==> config.mk <==
export PLATFORM = sky130hd
export DESIGN_NAME = cjch_handler
export DESIGN_NICKNAME = d
export VERILOG_FILES = /design/src/cjch_pkg.sv /design/src/cjch_store_if.sv /design/src/cjch_handler.sv /design/src/cjch_store.sv
export SDC_FILE = /design/constraint.sdc
export NUM_CORES = 1
export LEC_CHECK = 0
export ABC_AREA = 1
export ABC_CLOCK_PERIOD_IN_PS = 2750
export BUFFER_PORTS_ARGS = -buffer_cell sky130_fd_sc_hd__buf_2
export CAP_MARGIN = 30
export CORE_UTILIZATION = 38
export CTS_BUF_LIST = sky130_fd_sc_hd__clkbuf_4
export DETAILED_ROUTE_END_ITERATION = 12
export HOLD_SLACK_MARGIN = 0.06
export SLEW_MARGIN = 20
export SYNTH_ARGS = -nofsm -noshare
export SYNTH_HDL_FRONTEND = slang
export SYNTH_SLANG_ARGS = --single-unit
==> constraint.sdc <==
create_clock -name clk -period 2.75 [get_ports clk]
set_input_delay 0.275 -clock clk [delete_from_list [all_inputs] [get_ports clk]]
set_output_delay 0.275 -clock clk [all_outputs]
set_load 0.005 [all_outputs]
==> src/cjch_pkg.sv <==
// Package: codes, frame layout and reset values for the offset command handler
package cjch_pkg;
  localparam logic [7:0] CJCH_FUNC = 8'h46;
  localparam logic [7:0] CJCH_FUNC_EXC = 8'hc6;
  localparam logic [7:0] CJCH_SUB_RD_OFS = 8'h2b;
  localparam logic [7:0] CJCH_SUB_WR_OFS = 8'h2c;
  localparam logic [7:0] CJCH_SUB_RD_EN = 8'h2d;
  localparam logic [7:0] CJCH_SUB_WR_EN = 8'h2e;
  localparam logic [7:0] CJCH_SEL_TOTAL = 8'h00;
  localparam logic [7:0] CJCH_SEL_CH0 = 8'h80;
  localparam logic [7:0] CJCH_SEL_CH7 = 8'h87;
  localparam logic [7:0] CJCH_EN_OFF = 8'h00;
  localparam logic [7:0] CJCH_EN_ON = 8'h01;
  localparam logic [7:0] CJCH_RESERVED = 8'h00;
  localparam logic [7:0] CJCH_STAT_OK = 8'h00;
  localparam logic [7:0] CJCH_STAT_ERR = 8'h01;
  localparam logic [7:0] CJCH_EXC_FUNC = 8'h01;
  localparam logic [7:0] CJCH_EXC_DATA = 8'h03;
  localparam logic [15:0] CJCH_OFS_RST = 16'h0000;
  localparam logic CJCH_EN_RST = 1'b1;
  localparam int CJCH_NCH = 9;
  localparam int CJCH_REQ_MAX = 6;
  localparam int CJCH_RSP_MAX = 5;
  typedef enum {CJCH_IDLE, CJCH_RECV, CJCH_EXEC, CJCH_SEND} cjch_state_t;
endpackage

==> src/cjch_store_if.sv <==
// Interface: offset store access between handler and store
`timescale 1ns/100ps
interface cjch_store_if;
  logic [3:0] idx;
  logic we;
  logic [15:0] wdata;
  logic [15:0] rdata;
  modport ctl (output idx, output we, output wdata, input rdata);
  modport mem (input idx, input we, input wdata, output rdata);
endinterface

==> src/cjch_handler.sv <==
// Command handler for offset and enable sub-functions of function 0x46
`timescale 1ns/100ps
module cjch_handler
  import cjch_pkg::*;
(
  // Clock and reset
  input wire logic clk,
  input wire logic rst_n,
  // Request byte stream, frame already checked
  input wire logic rx_valid,
  input wire logic [7:0] rx_data,
  input wire logic rx_last,
  // Response byte stream
  output logic tx_valid,
  output logic [7:0] tx_data,
  output logic tx_last,
  input wire logic tx_ready,
  // Compensation state to measurement path
  output logic comp_en
);
  cjch_store_if st ();
  cjch_state_t state_r, state_nxt;
  logic [7:0] req_r [CJCH_REQ_MAX];
  logic [7:0] req_nxt [CJCH_REQ_MAX];
  logic [7:0] rsp_r [CJCH_RSP_MAX];
  logic [7:0] rsp_nxt [CJCH_RSP_MAX];
  logic [2:0] cnt_r, cnt_nxt;
  logic [2:0] len_r, len_nxt;
  logic en_r, en_nxt;
  logic [7:0] tx_data_nxt;
  logic exec_r, exec_nxt;
  logic sel_ok;
  logic [3:0] sel_idx;

  cjch_store u_store (
    .clk(clk),
    .rst_n(rst_n),
    .st(st)
  );

  always_comb begin
    sel_ok = (req_r[3] == CJCH_SEL_TOTAL) ||
             (req_r[3] >= CJCH_SEL_CH0 && req_r[3] <= CJCH_SEL_CH7);
    sel_idx = (req_r[3] == CJCH_SEL_TOTAL) ? 4'h0 : {1'b0, req_r[3][2:0]} + 4'h1;
  end

  // Store access, write only in the first EXEC cycle
  always_comb begin
    st.idx = sel_idx;
    st.wdata = {req_r[4], req_r[5]};
    st.we = (state_r == CJCH_EXEC) && !exec_r && req_r[2] == CJCH_SUB_WR_OFS &&
            sel_ok && cnt_r == 3'd6;
  end

  // Next state, collect, decide and serialise
  always_comb begin
    state_nxt = state_r;
    req_nxt = req_r;
    rsp_nxt = rsp_r;
    cnt_nxt = cnt_r;
    len_nxt = len_r;
    en_nxt = en_r;
    exec_nxt = 1'b0;
    tx_data_nxt = tx_data;
    case (state_r)
      CJCH_IDLE, CJCH_RECV: begin
        if (rx_valid) begin
          if (cnt_r < 3'(CJCH_REQ_MAX)) begin
            req_nxt[cnt_r] = rx_data;
            cnt_nxt = cnt_r + 3'd1;
          end
          state_nxt = rx_last ? CJCH_EXEC : CJCH_RECV;
        end
      end
      CJCH_EXEC: begin
        // Two cycles: first writes, second uses registered read data
        exec_nxt = 1'b1;
        rsp_nxt[0] = req_r[0];
        rsp_nxt[1] = req_r[1];
        rsp_nxt[2] = req_r[2];
        len_nxt = 3'd4;
        if (exec_r) begin
          state_nxt = CJCH_SEND;
          if (req_r[1] != CJCH_FUNC) begin
            rsp_nxt[1] = CJCH_FUNC_EXC;
            rsp_nxt[2] = CJCH_EXC_FUNC;
            len_nxt = 3'd3;
          end else begin
            case (req_r[2])
              CJCH_SUB_RD_OFS: begin
                if (cnt_r == 3'd4 && sel_ok) begin
                  rsp_nxt[3] = st.rdata[15:8];
                  rsp_nxt[4] = st.rdata[7:0];
                  len_nxt = 3'd5;
                end else begin
                  rsp_nxt[1] = CJCH_FUNC_EXC;
                  rsp_nxt[2] = CJCH_EXC_DATA;
                  len_nxt = 3'd3;
                end
              end
              CJCH_SUB_WR_OFS: begin
                rsp_nxt[3] = (cnt_r == 3'd6 && sel_ok) ? CJCH_STAT_OK : CJCH_STAT_ERR;
              end
              CJCH_SUB_RD_EN: begin
                if (cnt_r == 3'd4 && req_r[3] == CJCH_RESERVED) begin
                  rsp_nxt[3] = en_r ? CJCH_EN_ON : CJCH_EN_OFF;
                end else begin
                  rsp_nxt[1] = CJCH_FUNC_EXC;
                  rsp_nxt[2] = CJCH_EXC_DATA;
                  len_nxt = 3'd3;
                end
              end
              // Enable set, bad setting gives nonzero status
              CJCH_SUB_WR_EN: begin
                if (cnt_r == 3'd5 && req_r[3] == CJCH_RESERVED &&
                    (req_r[4] == CJCH_EN_ON || req_r[4] == CJCH_EN_OFF)) begin
                  en_nxt = req_r[4][0];
                  rsp_nxt[3] = CJCH_STAT_OK;
                end else begin
                  rsp_nxt[3] = CJCH_STAT_ERR;
                end
              end
              default: begin
                rsp_nxt[1] = CJCH_FUNC_EXC;
                rsp_nxt[2] = CJCH_EXC_FUNC;
                len_nxt = 3'd3;
              end
            endcase
          end
          cnt_nxt = 3'd0;
          tx_data_nxt = rsp_nxt[0];
        end
      end
      CJCH_SEND: begin
        if (tx_ready) begin
          if (cnt_r + 3'd1 == len_r) begin
            state_nxt = CJCH_IDLE;
            cnt_nxt = 3'd0;
          end else begin
            cnt_nxt = cnt_r + 3'd1;
            tx_data_nxt = rsp_r[cnt_r + 3'd1];
          end
        end
      end
      default: begin
        state_nxt = CJCH_IDLE;
        cnt_nxt = 3'd0;
      end
    endcase
  end

  // Register all handler state
  always_ff @(posedge clk) begin
    if (!rst_n) begin
      state_r <= CJCH_IDLE;
      cnt_r <= 3'd0;
      len_r <= 3'd0;
      en_r <= CJCH_EN_RST;
      exec_r <= 1'b0;
      tx_data <= 8'h00;
      for (int i = 0; i < CJCH_REQ_MAX; i++) begin
        req_r[i] <= 8'h00;
      end
      for (int i = 0; i < CJCH_RSP_MAX; i++) begin
        rsp_r[i] <= 8'h00;
      end
    end else begin
      state_r <= state_nxt;
      cnt_r <= cnt_nxt;
      len_r <= len_nxt;
      en_r <= en_nxt;
      exec_r <= exec_nxt;
      tx_data <= tx_data_nxt;
      req_r <= req_nxt;
      rsp_r <= rsp_nxt;
    end
  end

  // Handshake outputs
  always_comb begin
    tx_valid = (state_r == CJCH_SEND);
    tx_last = tx_valid && (cnt_r + 3'd1 == len_r);
    comp_en = en_r;
  end

  exc_len_a: assert property (@(posedge clk) disable iff (!rst_n)
    (tx_valid && cnt_r == 3'd1 && tx_data == CJCH_FUNC_EXC) |-> len_r == 3'd3)
    else $error("exception frame not three bytes");
  // Good offset read gives five bytes
  rd_len_a: assert property (@(posedge clk) disable iff (!rst_n)
    (state_r == CJCH_EXEC && exec_r && req_r[1] == CJCH_FUNC &&
     req_r[2] == CJCH_SUB_RD_OFS && cnt_r == 3'd4 && sel_ok) |=> len_r == 3'd5)
    else $error("offset read reply length wrong");
  // Store written only on offset write sub-function with valid selector
  wr_gate_a: assert property (@(posedge clk) disable iff (!rst_n)
    st.we |-> (sel_ok && req_r[2] == CJCH_SUB_WR_OFS))
    else $error("store written without valid write");
  en_set_a: assert property (@(posedge clk) disable iff (!rst_n)
    (state_r == CJCH_EXEC && exec_r && req_r[1] == CJCH_FUNC &&
     req_r[2] == CJCH_SUB_WR_EN && cnt_r == 3'd5 && req_r[3] == 8'h00 &&
     req_r[4] == CJCH_EN_ON) |=> comp_en)
    else $error("enable not applied");
  en_keep_a: assert property (@(posedge clk) disable iff (!rst_n)
    (state_r == CJCH_EXEC && exec_r && req_r[4] != CJCH_EN_ON &&
     req_r[4] != CJCH_EN_OFF) |=> $stable(comp_en))
    else $error("bad setting changed enable");
  // Reply starts two cycles after the first EXEC cycle
  exec_time_a: assert property (@(posedge clk) disable iff (!rst_n)
    (state_r == CJCH_EXEC && !exec_r) |-> ##2 tx_valid)
    else $error("reply not started in time");
endmodule

==> src/cjch_store.sv <==
// Offset store: total offset plus eight per-channel offsets
`timescale 1ns/100ps
module cjch_store
  import cjch_pkg::*;
(
  // Clock and reset
  input wire logic clk,
  input wire logic rst_n,
  // Access port
  cjch_store_if.mem st
);
  logic [15:0] ofs_r [CJCH_NCH];
  logic [15:0] ofs_nxt [CJCH_NCH];

  // Next values: only the addressed word changes
  always_comb begin
    for (int i = 0; i < CJCH_NCH; i++) begin
      ofs_nxt[i] = ofs_r[i];
    end
    if (st.we && st.idx < 4'(CJCH_NCH)) begin
      ofs_nxt[st.idx] = st.wdata;
    end
  end

  // Register the array
  always_ff @(posedge clk) begin
    for (int i = 0; i < CJCH_NCH; i++) begin
      ofs_r[i] <= rst_n ? ofs_nxt[i] : CJCH_OFS_RST;
    end
  end

  // Read port, registered so data stays glitch free
  always_ff @(posedge clk) begin
    if (!rst_n) begin
      st.rdata <= CJCH_OFS_RST;
    end else begin
      st.rdata <= (st.idx < 4'(CJCH_NCH)) ? ofs_r[st.idx] : CJCH_OFS_RST;
    end
  end
endmodule

Word level (Yosys, flattened, before mapping)
Memory sizes are Yosys's and may differ from the RTL's. A register that Yosys moved wholly into a read port is not among the register bits.
Index checks and enable logic that the tools add are counted.
- equality and inequality tests: 23
- $lt $le $gt $ge: 9
- reductions and logical operators: 33
- bitwise logic cells: 4
- multiplexer cells: 55
- add/sub/neg operators: 2
- operator list (operator ; number):
    $mux W16 ; 15
    $mux W32 ; 5
    $bwmux W144 ; 1
    $mux W144 ; 1
    $pmux W32 S3 ; 1
    $demux W16 S4 ; 1
    $eq A32 B2 Y1 const B ; 2
    $eq A32 B3 Y1 const B ; 2
    $mux W8 ; 8
    $bwmux W48 ; 1
    $pmux W16 S3 ; 1
    $eq A32 B1 Y1 const B ; 1
    $eq A8 B6 Y1 const B ; 4
    $logic_not A32 Y1 ; 1
    $pmux W8 S4 ; 1
    $mux W3 ; 9
    $bmux W8 S3 ; 1
    $demux W8 S3 ; 1
    $pmux W3 S3 ; 2
    $logic_not A8 Y1 ; 2
    $ne A2 B2 Y1 const B ; 8
    $pmux W8 S2 ; 1
    $logic_and A1 B1 Y1 ; 14
    $reduce_and A4 Y1 ; 3
    other kinds (29) ; 40
- memories: 1
- output and inout bits: 11
- logic and storage cells: 144
- bits in writable memories: 144
- flip-flop bits (word level): 136
- memory list (name ; words ; width ; rd ports ; clocked after Yosys merged registers in ; wr ports ; RTL line ; text):
    u_store.ofs_r ; 9 ; 16 ; 10 ; 1 ; 9 ; cjch_store.sv:12 ; logic [15:0] ofs_r [CJCH_NCH];

Depth between registers and ports, before layout
- depth after elaboration: 10
- mapped depth: 17
- gate-level depth less buffers: 13

Hierarchy
Synthesis repeated with hierarchy kept, for this count alone.
- cells, all modules: 2001
- area total of the unflattened synthesis: 12669.7 µm²
- modules (own cells, without submodules) (module ; area an instance (µm²) ; cells an instance ; times used):
    cjch_store ; 7659.8 ; 1284 ; 1
    cjch_handler ; 5009.8 ; 717 ; 1

Worst setup path before layout
Ideal clock, no wire load.
- kind: flip-flop to flip-flop
- start point: register req_r[16] (netlist bit)
- end point: memory u_store.ofs_r[5][10]
- cell stages (with the launch flop): 16
- required time: 2.618 ns
- library setup time: 0.132 ns
- arrival: 2.437 ns
- slack: 0.181 ns
- buffers on the path: 4
- cell sequence: dfxtp_1 inv_1 clkbuf_1 clkbuf_1 ha_1 nand2_1 nor2_2 nand2_2 nand2_2 nand3_1 nand2_1 buf_6 nand3_2 buf_2 nand2_1 a21oi_1
- RTL lines (item ; RTL line ; text):
    start, declared ; cjch_handler.sv:23 ; logic [7:0] req_r [CJCH_REQ_MAX];
    start signal, assigned ; cjch_handler.sv:174 ; req_r <= req_nxt;
    end, declared ; cjch_store.sv:12 ;

==> qor.tcl <==
set qor(finClkSkew_ns) 0.0622
set qor(end_kind) {register}
set qor(detailedRoute.firstPassIterationCount) 5
set qor(start_util) 0.388
set qor(insertion_delay_ns) 0.73
set qor(grt.total_usage) 0.231
set qor(final_cell_area_um2) 14100
set qor(syn-cell-area_um2) 12600
set qor(num_vias) 12400
set qor(yosys.cell_types.count) 35
set qor(finalCriticalPeriod_ns) 2.66
set qor(die_x_um) 184
set qor(critical_path_arrival_ns) 3.22
set qor(vdd_ir_drop_max_v) 0.000350
set qor(ys_ff_latch) 266
set qor(layout-drive-gt1-share) 0.105
set qor(final-max-slew-violation-count) 0
set qor(final_nets) 1949
set qor(dp_cells) 2281
set qor(area_growth_from_synthesis_to_final_layout_pct) 11.4
set qor(hpwlAfterDp_mm) 22.4
set qor(detail_route.drc_violations) 0
set qor(grt_start_max_net_pins) 192
set qor(cellLeakagePower_nw) 6.55
set qor(detail-route-antenna-nets) 0
set qor(synth_warnings) 0
set qor(worst_ep_required_time_ns) 3.31
set qor(design.portCount) 24
set qor(timing.max_cap.violations) 0
set qor(first_global_vias) 11600
set qor(wl_per_cell_um) 16.3
set qor(floorplan.rows) 66
set qor(worst_setup_hold_path_clk_slew_ns) 0.07
set qor(antenna_found_initial) 1
set qor(clkSinkCount) 266
set qor(timing.slew.headroom) 0.376
set qor(portBuffers) 23
set qor(finalWeightedCongestion) 0.900
set qor(final_min_period_over_clock_period) 0.966
set qor(drt-total-wl_mm) 39.2
set qor(cts_tree) {built}
set qor(synth_edf_count) 0
set qor(synth.net_count) 1933
set qor(top_ff_cell_synth) {dfxtp_1}
set qor(cts-root-to-sink-buffers) 3
set qor(htree_levels) 3
set qor(timing.setup.critical_path_class) {reg -> reg}
set qor(crit_chain) {inv_1, ha_1, a21oi_1, nor2_2, nand3_2, nor2_4, nand4_2, nor2_1, nor2_1}
set qor(cts-buffers-inserted) 73
set qor(tightestPinTransition_ns) 0.936
set qor(timing.hold.worst.class) {in -> reg}
set qor(critical_path.slowest_cell) {nand4_2}
set qor(cpMostUsedCell) {nor2_1}
set qor(ctsRootBufferMaster) {clkbuf_4}
set qor(crit_fanout) 16
set qor(timing.critical_path.from_type) {register}
set qor(fp.dieArea_um2) 34000
set qor(cts.repair_timing.setup_buffer_count) 0
set qor(viasPerCell) 5.13
set qor(grt.overflow.total) 0
set qor(total_power_mw) 8.39
set qor(core-area_um2) 32600
set qor(floorplan.die.height_um) 184
set qor(fmax_mhz) 377
set qor(setup_viol_count_final) 0
set qor(grt_setup_unrepaired) {yes}
set qor(ys_seq_area_frac) 0.421
set qor(finalNonFillerCells) 2414
set qor(post_synth.cell_area_avg_um2) 6.61
set qor(slowest_delay_ns) 0.69
set qor(status) {complete, no violations}
set qor(post_syn_instances) 1912
set qor(power.density_nw_per_um2) 596
set qor(synthArstFlopShare) 0
set qor(finalHoldViolCount) 0
set qor(first_pass_grt_wire_length_mm) 61.5
set qor(detail_route.iter0.violations) 1096
set qor(place_area_um2) 13000
[layer usage]
metal / up-vias / track usage / wire length [um]
met1: 5724 / 0.311 / 18100
li1: 6176 / - / -
met5: - / 0 / 0
met3: 85 / 0.0385 / 2530
met4: 0 / 0.103 / 1280
met2: 407 / 0.361 / 17300
[worst max-delay path: cells and delay by family, from the launching register on]
| kind | cells | cell delay (ns) |
|---|---|---|
| AOI/OAI and AO/OA | 1 | 0.09 |
| adders and majority gates | 1 | 0.19 |
| buffers and inverters | 1 | 0.10 |
| DFF | 1 | 0.33 |
| and+or+nand+nor | 6 | 1.81 |
[cell families after synthesis]
kind of cell / synth area share
adders and majority gates: 0.00792
xor gates and xnor gates: 0.00277
and+or+nand+nor: 0.349
DFF: 0.421
buffers and inverters: 0.110
AOI/OAI and AO/OA: 0.109
[cell type report]
type,count,area (um^2)
inverter,207,779
multi-input combinational,1312,6000
fill,3492,18500
timing repair buffer,68,510
tap,442,553
sequential,266,5330
antenna,1,2.50
clock inverter,14,131
clock buffer,104,781
[final timing paths]
path	from	endpoint	slack (ns)	depth (start not counted)
max	req_r[17]	u_store.ofs_r[2][6]	0.09	9
min	rst_n	u_store.st.rdata[14]	0.13	5
max reg2reg	req_r[17]	u_store.ofs_r[2][6]	0.09	9
min reg2reg	u_store.st.rdata[7]	rsp_r[7]	0.45	2
[repair_timing]
item,CTS,global route
hold buffers,11,0
endpoints found under the hold margin,50,0
resized for setup,0,11
setup endpoints to repair,0,121
[cell usage after synthesis (5+ instances only)]
cell type / count / area, um^2
inv_2: 7 / 26.3
nor2_2: 6 / 37.5
o21ai_1: 39 / 195
a21oi_1: 87 / 435
buf_2: 35 / 175
nand4_1: 68 / 425
buf_1: 19 / 71.3
nand3_1: 179 / 896
clkinv_1: 5 / 18.8
o21ai_0: 133 / 666
dfxtp_1: 266 / 5330
clkbuf_1: 64 / 240
inv_1: 194 / 728
nor3_1: 9 / 45.0
nor2_1: 367 / 1380
a31oi_1: 8 / 50.1
nand2_1: 380 / 1430
ha_1: 8 / 100
buf_6: 9 / 101
[sequential cells by signal, summed over array words and instances, names as in the netlist]
name,count
rsp_r,40
u_store.ofs_r,144
state_r,2
comp_en,1
exec_r,1
cnt_r,3
len_r,3
req_r,48
tx_data,8
u_store.st.rdata,16
[cells in the final DEF, fill, tap and decap left out, drive strengths merged, types with 2 or more instances in the layout]
cell           n
a21oi         87
a31oi          8
buf           57
bufinv         3
clkbuf       104
clkinv        13
dfxtp        266
dlygate4sd3   11
ha             8
inv          205
nand2        383
nand3        181
nand4         75
nor2         378
nor3           9
o211ai         2
o21ai        172
xnor2          2
xor2           2
[stage by stage]
step | utilization | setup slack (ns) | hold WS, ns | TNS, ns
4_1_cts | 0.429 | 0.0543 | 0.0953 | 0
2_1_floorplan | - | 0.181 | 0.410 | 0
3_3_place_gp | 0.398 | 0.106 | 0.449 | 0
6_report | 0.432 | 0.0941 | 0.135 | 0
5_1_grt | 0.432 | -0.0870 | 0.143 | -1.43
3_5_place_dp | 0.398 | 0.0722 | 0.452 | 0
[report_power, final]
part	total (mW)	switching [mW]	internal, mW
clock	3.67	1.67	2.00
sequential	3.99	0.0608	3.93
combinational	0.733	0.514	0.219
Note: power is estimated with default switching activity, not from simulation.
